==> src/core/gpio_pkg.sv <==
package gpio_pkg;

  // ------------------------------------------------------------
  // register indices (byte address on the bus is index * 4)
  // ------------------------------------------------------------
  localparam logic [7:0] IDX_PORT0_DIRECTION = 8'hb8;
  localparam logic [7:0] IDX_PORT1_DIRECTION = 8'hc1;
  localparam logic [7:0] IDX_PORT5_DIRECTION = 8'hc5;
  localparam logic [7:0] IDX_PORT0_DATA = 8'hd0;
  localparam logic [7:0] IDX_PORT1_DATA = 8'hd1;
  localparam logic [7:0] IDX_PORT5_DATA = 8'hd5;
  localparam logic [7:0] IDX_PORT0_PULLUP = 8'he0;
  localparam logic [7:0] IDX_PORT1_PULLUP = 8'he1;
  localparam logic [7:0] IDX_PORT5_PULLUP = 8'he5;
  localparam logic [7:0] IDX_PIN_OPEN_DRAIN_CTRL = 8'he9;

  // ------------------------------------------------------------
  // field layout
  // ------------------------------------------------------------
  localparam logic [7:0] PORT0_MASK = 8'h01;
  localparam logic [7:0] PORT1_MASK = 8'h3f;
  localparam logic [7:0] PORT1_DRIVE_MASK = 8'h1f;
  localparam logic [7:0] PORT5_MASK = 8'hff;
  localparam logic [7:0] OPEN_DRAIN_MASK = 8'h01;
  localparam logic [7:0] INPUT_ONLY_FORCE = 8'h20;
  localparam int unsigned INPUT_ONLY_BIT = 5;
  localparam int unsigned OPEN_DRAIN_ENABLE_BIT = 0;
  localparam int unsigned DRIVE_PINS = 14;
  localparam int unsigned OPEN_DRAIN_PIN_INDEX = 1;
  localparam int unsigned SYNC_W = 16;

  // ------------------------------------------------------------
  // reset values
  // ------------------------------------------------------------
  localparam logic [7:0] DIRECTION_RST = 8'h00;
  localparam logic [7:0] DATA_RST = 8'h00;
  localparam logic [7:0] PULLUP_RST = 8'h00;
  localparam logic [7:0] OPEN_DRAIN_RST = 8'h00;
  localparam logic [7:0] READ_ZERO = 8'h00;

  // ------------------------------------------------------------
  // bus
  // ------------------------------------------------------------
  localparam int unsigned ADR_W = 12;
  localparam int unsigned DAT_W = 32;

endpackage

==> src/core/reg_access_if.sv <==
`timescale 1ns/1ps
`default_nettype none

// one register access per bus cycle, from the bus front end to the register file
interface reg_access_if;
  logic wr;
  logic [7:0] idx;
  logic [7:0] wdata;
  logic [7:0] rdata;

  modport front (
    output wr,
    output idx,
    output wdata,
    input rdata
  );

  modport regs (
    input wr,
    input idx,
    input wdata,
    output rdata
  );
endinterface

`default_nettype wire

==> src/core/wb_reg_front.sv <==
`timescale 1ns/1ps
`default_nettype none

module wb_reg_front (
  // clock and reset
  input wire logic clk_in,
  input wire logic rst_n_in,
  // wishbone slave
  input wire logic wb_cyc_in,
  input wire logic wb_stb_in,
  input wire logic wb_we_in,
  input wire logic [gpio_pkg::ADR_W-1:0] wb_adr_in,
  input wire logic [3:0] wb_sel_in,
  input wire logic [gpio_pkg::DAT_W-1:0] wb_dat_in,
  output logic [gpio_pkg::DAT_W-1:0] wb_dat_out,
  output logic wb_ack_out,
  // register side
  reg_access_if.front acc
);

  logic ack_r;
  logic [gpio_pkg::DAT_W-1:0] dat_r;
  logic req;
  logic in_range;

  // ------------------------------------------------------------
  // decode
  // ------------------------------------------------------------
  // a request is served once: the held request is ignored while ack stands
  assign req = wb_cyc_in & wb_stb_in & ~ack_r;
  assign in_range = (wb_adr_in[gpio_pkg::ADR_W-1:10] == 2'h0);
  assign acc.idx = wb_adr_in[9:2];
  assign acc.wdata = wb_dat_in[7:0];
  // only the low lane carries register data; out-of-range writes are dropped
  assign acc.wr = req & wb_we_in & wb_sel_in[0] & in_range;

  // ------------------------------------------------------------
  // answer
  // ------------------------------------------------------------
  always_ff @(posedge clk_in or negedge rst_n_in) begin
    if (!rst_n_in) begin
      ack_r <= 1'b0;
    end else begin
      ack_r <= req;
    end
  end

  always_ff @(posedge clk_in or negedge rst_n_in) begin
    if (!rst_n_in) begin
      dat_r <= 32'h0000_0000;
    end else if (req) begin
      dat_r <= (!wb_we_in && in_range) ? {24'h00_0000, acc.rdata} : 32'h0000_0000;
    end
  end

  assign wb_ack_out = ack_r;
  assign wb_dat_out = dat_r;

endmodule

`default_nettype wire

==> src/core/gpio_ports.sv <==
`timescale 1ns/1ps
`default_nettype none

module gpio_ports (
  // clock and reset
  input wire logic clk_in,
  input wire logic nrst_in,
  // wishbone slave
  input wire logic wb_cyc_in,
  input wire logic wb_stb_in,
  input wire logic wb_we_in,
  input wire logic [gpio_pkg::ADR_W-1:0] wb_adr_in,
  input wire logic [3:0] wb_sel_in,
  input wire logic [gpio_pkg::DAT_W-1:0] wb_dat_in,
  output logic [gpio_pkg::DAT_W-1:0] wb_dat_out,
  output logic wb_ack_out,
  // configuration option
  input wire logic ext_reset_en_in,
  // port 0 pins
  input wire logic port0_pin_in,
  output logic port0_pin_out,
  output logic port0_pin_oe_out,
  output logic port0_pullup_out,
  // port 1 pins (bit 5 is the reset-option input pin)
  input wire logic [5:0] port1_pin_in,
  output logic [4:0] port1_pin_out,
  output logic [4:0] port1_pin_oe_out,
  output logic [5:0] port1_pullup_out,
  // port 5 pins
  input wire logic [7:0] port5_pin_in,
  output logic [7:0] port5_pin_out,
  output logic [7:0] port5_pin_oe_out,
  output logic [7:0] port5_pullup_out
);

  // ------------------------------------------------------------
  // reset release
  // ------------------------------------------------------------
  logic rst_meta_r;
  logic rst_n_r;

  always_ff @(posedge clk_in or negedge nrst_in) begin
    if (!nrst_in) begin
      rst_meta_r <= 1'b0;
      rst_n_r <= 1'b0;
    end else begin
      rst_meta_r <= 1'b1;
      rst_n_r <= rst_meta_r;
    end
  end

  // ------------------------------------------------------------
  // bus front end
  // ------------------------------------------------------------
  reg_access_if acc ();

  wb_reg_front u_front (
    .clk_in(clk_in),
    .rst_n_in(rst_n_r),
    .wb_cyc_in(wb_cyc_in),
    .wb_stb_in(wb_stb_in),
    .wb_we_in(wb_we_in),
    .wb_adr_in(wb_adr_in),
    .wb_sel_in(wb_sel_in),
    .wb_dat_in(wb_dat_in),
    .wb_dat_out(wb_dat_out),
    .wb_ack_out(wb_ack_out),
    .acc(acc)
  );

  // ------------------------------------------------------------
  // input synchronisers
  // ------------------------------------------------------------
  // pins and the option strap all come from outside the clock domain
  logic [gpio_pkg::SYNC_W-1:0] pin_meta_r;
  logic [gpio_pkg::SYNC_W-1:0] pin_sync_r;
  logic [gpio_pkg::SYNC_W-1:0] pin_raw;

  assign pin_raw = {ext_reset_en_in, port5_pin_in, port1_pin_in, port0_pin_in};

  always_ff @(posedge clk_in or negedge rst_n_r) begin
    if (!rst_n_r) begin
      pin_meta_r <= 16'h0000;
      pin_sync_r <= 16'h0000;
    end else begin
      pin_meta_r <= pin_raw;
      pin_sync_r <= pin_meta_r;
    end
  end

  logic [7:0] port0_level;
  logic [7:0] port1_level;
  logic [7:0] port5_level;
  logic ext_reset_en;

  assign ext_reset_en = pin_sync_r[15];
  assign port0_level = {7'h00, pin_sync_r[0]};
  assign port5_level = pin_sync_r[14:7];
  // the reset-option pin reads 1 while it serves as external reset
  assign port1_level = {2'h0, pin_sync_r[6] | ext_reset_en, pin_sync_r[5:1]};

  // ------------------------------------------------------------
  // write decode
  // ------------------------------------------------------------
  logic wr_dir0;
  logic wr_dir1;
  logic wr_dir5;
  logic wr_dat0;
  logic wr_dat1;
  logic wr_dat5;
  logic wr_pu0;
  logic wr_pu1;
  logic wr_pu5;
  logic wr_od;

  assign wr_dir0 = acc.wr && (acc.idx == gpio_pkg::IDX_PORT0_DIRECTION);
  assign wr_dir1 = acc.wr && (acc.idx == gpio_pkg::IDX_PORT1_DIRECTION);
  assign wr_dir5 = acc.wr && (acc.idx == gpio_pkg::IDX_PORT5_DIRECTION);
  assign wr_dat0 = acc.wr && (acc.idx == gpio_pkg::IDX_PORT0_DATA);
  assign wr_dat1 = acc.wr && (acc.idx == gpio_pkg::IDX_PORT1_DATA);
  assign wr_dat5 = acc.wr && (acc.idx == gpio_pkg::IDX_PORT5_DATA);
  assign wr_pu0 = acc.wr && (acc.idx == gpio_pkg::IDX_PORT0_PULLUP);
  assign wr_pu1 = acc.wr && (acc.idx == gpio_pkg::IDX_PORT1_PULLUP);
  assign wr_pu5 = acc.wr && (acc.idx == gpio_pkg::IDX_PORT5_PULLUP);
  assign wr_od = acc.wr && (acc.idx == gpio_pkg::IDX_PIN_OPEN_DRAIN_CTRL);

  // ------------------------------------------------------------
  // direction registers
  // ------------------------------------------------------------
  logic [7:0] dir0_r;
  logic [7:0] dir1_r;
  logic [7:0] dir5_r;

  // a byte write replaces the register; single-bit changes are done by
  // read-modify-write, which works because every direction bit reads back
  always_ff @(posedge clk_in or negedge rst_n_r) begin
    if (!rst_n_r) begin
      dir0_r <= gpio_pkg::DIRECTION_RST;
      dir1_r <= gpio_pkg::DIRECTION_RST | gpio_pkg::INPUT_ONLY_FORCE;
      dir5_r <= gpio_pkg::DIRECTION_RST;
    end else begin
      if (wr_dir0) begin
        dir0_r <= acc.wdata & gpio_pkg::PORT0_MASK;
      end
      if (wr_dir1) begin
        dir1_r <= (acc.wdata & gpio_pkg::PORT1_DRIVE_MASK) | gpio_pkg::INPUT_ONLY_FORCE;
      end
      if (wr_dir5) begin
        dir5_r <= acc.wdata & gpio_pkg::PORT5_MASK;
      end
    end
  end

  // ------------------------------------------------------------
  // output latches
  // ------------------------------------------------------------
  logic [7:0] lat0_r;
  logic [7:0] lat1_r;
  logic [7:0] lat5_r;

  // the reset-option bit has no latch, so writes to it fall away
  always_ff @(posedge clk_in or negedge rst_n_r) begin
    if (!rst_n_r) begin
      lat0_r <= gpio_pkg::DATA_RST;
      lat1_r <= gpio_pkg::DATA_RST;
      lat5_r <= gpio_pkg::DATA_RST;
    end else begin
      if (wr_dat0) begin
        lat0_r <= acc.wdata & gpio_pkg::PORT0_MASK;
      end
      if (wr_dat1) begin
        lat1_r <= acc.wdata & gpio_pkg::PORT1_DRIVE_MASK;
      end
      if (wr_dat5) begin
        lat5_r <= acc.wdata & gpio_pkg::PORT5_MASK;
      end
    end
  end

  // ------------------------------------------------------------
  // pull-up and open-drain controls (write only)
  // ------------------------------------------------------------
  logic [7:0] pu0_r;
  logic [7:0] pu1_r;
  logic [7:0] pu5_r;
  logic [7:0] od_r;

  always_ff @(posedge clk_in or negedge rst_n_r) begin
    if (!rst_n_r) begin
      pu0_r <= gpio_pkg::PULLUP_RST;
      pu1_r <= gpio_pkg::PULLUP_RST | gpio_pkg::INPUT_ONLY_FORCE;
      pu5_r <= gpio_pkg::PULLUP_RST;
    end else begin
      if (wr_pu0) begin
        pu0_r <= acc.wdata & gpio_pkg::PORT0_MASK;
      end
      if (wr_pu1) begin
        pu1_r <= (acc.wdata & gpio_pkg::PORT1_DRIVE_MASK) | gpio_pkg::INPUT_ONLY_FORCE;
      end
      if (wr_pu5) begin
        pu5_r <= acc.wdata;
      end
    end
  end

  // whole-byte update only; bits above the enable are dropped
  always_ff @(posedge clk_in or negedge rst_n_r) begin
    if (!rst_n_r) begin
      od_r <= gpio_pkg::OPEN_DRAIN_RST;
    end else if (wr_od) begin
      od_r <= acc.wdata & gpio_pkg::OPEN_DRAIN_MASK;
    end
  end

  // ------------------------------------------------------------
  // read mux
  // ------------------------------------------------------------
  // pull-up and open-drain registers cannot be read back, so a
  // read-modify-write on them loses state: software must write whole bytes
  always_comb begin
    case (acc.idx)
      gpio_pkg::IDX_PORT0_DIRECTION: acc.rdata = dir0_r;
      gpio_pkg::IDX_PORT1_DIRECTION: acc.rdata = dir1_r;
      gpio_pkg::IDX_PORT5_DIRECTION: acc.rdata = dir5_r;
      gpio_pkg::IDX_PORT0_DATA: acc.rdata = port0_level;
      gpio_pkg::IDX_PORT1_DATA: acc.rdata = port1_level;
      gpio_pkg::IDX_PORT5_DATA: acc.rdata = port5_level;
      default: acc.rdata = gpio_pkg::READ_ZERO;
    endcase
  end

  // ------------------------------------------------------------
  // pin drivers
  // ------------------------------------------------------------
  // drive vectors: bit 0 port 0, bits 5:1 port 1 pins 4:0, bits 13:6 port 5
  logic [gpio_pkg::DRIVE_PINS-1:0] dir_all;
  logic [gpio_pkg::DRIVE_PINS-1:0] lat_all;
  logic [gpio_pkg::DRIVE_PINS-1:0] oe_r;
  logic [gpio_pkg::DRIVE_PINS-1:0] out_r;
  logic od_en;

  assign dir_all = {dir5_r, dir1_r[4:0], dir0_r[0]};
  assign lat_all = {lat5_r, lat1_r[4:0], lat0_r[0]};
  assign od_en = od_r[gpio_pkg::OPEN_DRAIN_ENABLE_BIT];

  // registered so every pad signal leaves a flop; pads lag the
  // registers by one clock, which software cannot observe
  genvar gi;
  generate
    for (gi = 0; gi < gpio_pkg::DRIVE_PINS; gi++) begin : g_pin
      if (gi == gpio_pkg::OPEN_DRAIN_PIN_INDEX) begin : g_od
        // open drain relies on software having set the direction first
        always_ff @(posedge clk_in or negedge rst_n_r) begin
          if (!rst_n_r) begin
            oe_r[gi] <= 1'b0;
            out_r[gi] <= 1'b0;
          end else if (od_en) begin
            oe_r[gi] <= dir_all[gi] & ~lat_all[gi];
            out_r[gi] <= 1'b0;
          end else begin
            oe_r[gi] <= dir_all[gi];
            out_r[gi] <= lat_all[gi];
          end
        end
      end else begin : g_pp
        always_ff @(posedge clk_in or negedge rst_n_r) begin
          if (!rst_n_r) begin
            oe_r[gi] <= 1'b0;
            out_r[gi] <= 1'b0;
          end else begin
            oe_r[gi] <= dir_all[gi];
            out_r[gi] <= lat_all[gi];
          end
        end
      end
    end
  endgenerate

  // ------------------------------------------------------------
  // pad outputs
  // ------------------------------------------------------------
  assign port0_pin_out = out_r[0];
  assign port0_pin_oe_out = oe_r[0];
  assign port1_pin_out = out_r[5:1];
  assign port1_pin_oe_out = oe_r[5:1];
  assign port5_pin_out = out_r[13:6];
  assign port5_pin_oe_out = oe_r[13:6];
  assign port0_pullup_out = pu0_r[0];
  assign port1_pullup_out = pu1_r[5:0];
  assign port5_pullup_out = pu5_r;

endmodule

`default_nettype wire

==> config.mk <==
export PLATFORM = sky130hd
export DESIGN_NAME = gpio_ports
export DESIGN_NICKNAME = d
export VERILOG_FILES = /design/src/core/gpio_pkg.sv /design/src/core/reg_access_if.sv /design/src/core/wb_reg_front.sv /design/src/core/gpio_ports.sv
export SDC_FILE = /design/constraint.sdc
export NUM_CORES = 1
export LEC_CHECK = 0
export BUFFER_PORTS_ARGS = -buffer_cell sky130_fd_sc_hd__buf_4
export CORE_MARGIN = 3
export CORE_UTILIZATION = 50
export DETAILED_ROUTE_END_ITERATION = 12
export HOLD_SLACK_MARGIN = 0.15
export PLACE_DENSITY = 0.81
export SETUP_SLACK_MARGIN = 0.5
export SLEW_MARGIN = 20
export SYNTH_ARGS = -nofsm -noshare
export SYNTH_HDL_FRONTEND = slang
export SYNTH_HIERARCHICAL = 1
export SYNTH_SLANG_ARGS = --single-unit
==> constraint.sdc <==
create_clock -name clk_in -period 3.91 [get_ports clk_in]
set_input_delay 0.1955 -clock clk_in [delete_from_list [all_inputs] [get_ports clk_in]]
set_output_delay 0.1955 -clock clk_in [all_outputs]
set_load 0.01 [all_outputs]
==> impl_metrics.json <==
{
  "vias_per_cell": 4.88,
  "post_cts_resized": 0,
  "worstSetupStartpointType": "flip-flop",
  "fin_setup_tns_ps": 0,
  "crit_chain": "and3b_1 > and4_2 > and2b_4 > nand4_4 > nor3b_4 > mux2_2",
  "cp-endpoint": "pu1_r[0]",
  "ys_seq_area_share_pct": 65.1,
  "drcViolationCount": 0,
  "critical_path_required_ps": 4290,
  "hold_violations": 0,
  "ctsLongestPathBuffers": 2,
  "drive_gt1_share_pct": 44.4,
  "relSlewSlack_pct": 41.3,
  "setup_slack_ps": 1300,
  "syn_inst": 283,
  "clock.fmax_mhz": 383,
  "finalCriticalPeriod_ps": 2610,
  "wl_per_cell_um": 16.7,
  "portBuffers": 90,
  "rr_worst_depth": 6,
  "status": "finished, final reports clean",
  "grt_pass1_wl_mm": 13.5,
  "min_period_over_period_pct": 66.8,
  "dp_hpwl_mm": 5.61,
  "timing.critical_path.from": "u_front/wb_ack_out",
  "grt_usage_pct": 18.1,
  "antenna_found_initial": 0,
  "fp.dieW_um": 99.6,
  "p_per_area_nw_per_um2": 479,
  "overflow": 0,
  "clk_latency_ps": 500,
  "hold_path_class": "in -> reg",
  "ant_nets": 0,
  "clock-sinks": 114,
  "gp_congestion": 0.740,
  "drtPass1Iterations": 6,
  "r2r_slack_ps": 1300,
  "synth_area_um2": 4380,
  "postCtsSetupRepairBufs": 0,
  "htree_levels": 4,
  "die-area_um2": 9920,
  "ir_worst_vdd_mv": 0.367,
  "synthTopCellsByArea": "dfrtp_1 65%, mux2_2 11%, buf_4 7.4%",
  "start_util_pct": 52.3,
  "layout.nets": 464,
  "drv_slew": 0,
  "drt_iter0_markers": 72,
  "placementRows": 33,
  "crit_fanout": 10,
  "cts_made_buffers": 17,
  "synth_seq_cells": 114,
  "grt_pass1_vias": 2665,
  "maxCapViolCount": 0,
  "core_um2": 8380,
  "r2r-start": "u_front/wb_ack_out",
  "leakage_nw": 2.95,
  "syn_avg_cell_area_um2": 15.5,
  "grt_max_degree": 73,
  "route.vias.total": 2501,
  "root_buffer": "clkbuf_8",
  "yosys.cell_types.count": 40,
  "path_clk_slew_ps": 50,
  "worstSetupEndpointType": "flip-flop",
  "rsz0062_at_grt": "no",
  "n_antenna_cell": 0,
  "fin_skew_ps": 5.99,
  "post-place-ws_ps": 1300,
  "r2r_end": "pu1_r[0]",
  "yosys.area.top_type": "dfrtp_1",
  "tightest_slew_ps": 881,
  "cp_slowest_cell": "and3b_1",
  "area_growth_pct": 31.7,
  "wl_mm": 8.58,
  "cts_tree": "yes",
  "synth_top_area_share_pct": 65.1,
  "critPathKind": "reg -> reg",
  "die_y_um": 99.6,
  "critPathMaxStageDelay_ps": 500,
  "ioPinCount": 145,
  "cp.arrival_ps": 2990,
  "ys_warn_count": 6,
  "setup_viol": 0
}
-- cells by family (layout without fill, tap and decap cells) --
logic type	Yosys count	after routing	synth area share [%]
buffers and inverters	52	153	8.80
other	2	26	0.171
muxes	59	59	15.1
AOI/OAI and AO/OA	14	14	2.31
DFF	114	114	65.1
and+or+nand+nor	42	42	8.48
-- worst max-delay path: cells and delay by family, from the launching register on --
| family | cells | cell delay [ps] |
|---|---|---|
| simple gates | 5 | 1740 |
| mux | 1 | 370 |
| flops | 1 | 370 |
-- metal layers --
metal / GRT usage, % / part of all wire (%)
met1: 21.2 / 40
met2: 30.2 / 52
met3: 7.15 / 5.7
met4: 7.14 / 1.7
met5: 0 / 0
-- layout by cell type, fill, tap and decap left out, types with 4 or more instances in the layout --
master         netlist  final
mux2i_1              8      8
clkbuf_8             0      5
conb_1               2     26
nand2_1              6      6
dfrtp_1            114    113
nor4b_1              8      8
mux2_2              41     41
mux2_1               8      8
o22ai_1              4      4
a22oi_1              4      4
buf_4               43     92
dlygate4sd3_1        0     28
nor2_1               6      6
clkinvlp_4           0      5
clkbuf_16            0     16
-- stage by stage --
stage / total power, mW / hold WS (ps) / util [%] / cells / cell area [um2]
5_1_grt: 2.86 / 186 / 68.8 / 513 / 5770
4_1_cts: 2.78 / 151 / 68.8 / 513 / 5770
6_report: 2.76 / 177 / 68.8 / 513 / 5770
3_5_place_dp: 1.33 / -21.8 / 58.6 / 453 / 4910
2_1_floorplan: 1.32 / -100 / - / 307 / 4470
3_3_place_gp: 1.33 / -22.1 / 58.6 / 453 / 4910
-- report_power, final --
group / internal, mW / total (mW) / switching [mW]
sequential: 1.20 / 1.22 / 0.0184
combinational: 0.0573 / 0.114 / 0.0570
clock: 0.910 / 1.43 / 0.521
-- cell type report --
type | count | area, um2
flip-flops and latches | 114 | 2860
fillers | 580 | 2610
multi-input cells | 141 | 1230
repair buffers | 120 | 971
clock buffers | 21 | 469
well taps | 105 | 131
clock inverters | 11 | 104
inverters | 1 | 3.75
-- worst min path at each step --
stage	slack (ps)	start	cells past startpoint	endpoint
finish	180	wb_adr_in[5]	4	lat0_r[0]
global route	190	wb_adr_in[5]	4	lat0_r[0]
CTS	150	wb_adr_in[5]	4	lat0_r[0]
detailed placement	-20	nrst_in	1	rst_meta_r
global placement	-20	nrst_in	1	rst_meta_r
floorplan	-100	nrst_in	0	rst_meta_r
-- registers in the layout (all words and copies together) (netlist names), 8 cells and up --
register,flops
pin_meta_r,16
pin_sync_r,16
dir5_r,8
lat5_r,8
port5_pin_oe_out,8
port5_pin_out,8
port5_pullup_out,8
u_front/wb_dat_out,8
-- cell usage after synthesis (all sizes together) --
cell / count
nor2: 7
and3b: 1
and4bb: 2
nand4: 2
a21oi: 1
inv: 1
mux2: 51
and4: 2
nor4b: 8
o22ai: 4
clkbuf: 2
and2b: 2
o31ai: 1
nand3: 4
nor3b: 2
a32o: 1
buf: 49
a21boi: 1
and4b: 1
nand4bb: 1
o21a: 1
nor2b: 1
conb: 2
and3: 1
nor4: 1
mux2i: 8
a22o: 1
a22oi: 4
nand2: 7
dfrtp: 114
-- timing repair --
action	4_1_cts	5_1_grt
endpoints found under the setup margin	0	0
hold buffers	28	0
endpoints found under the hold margin	61	0
(Power assumes the default switching activity.)
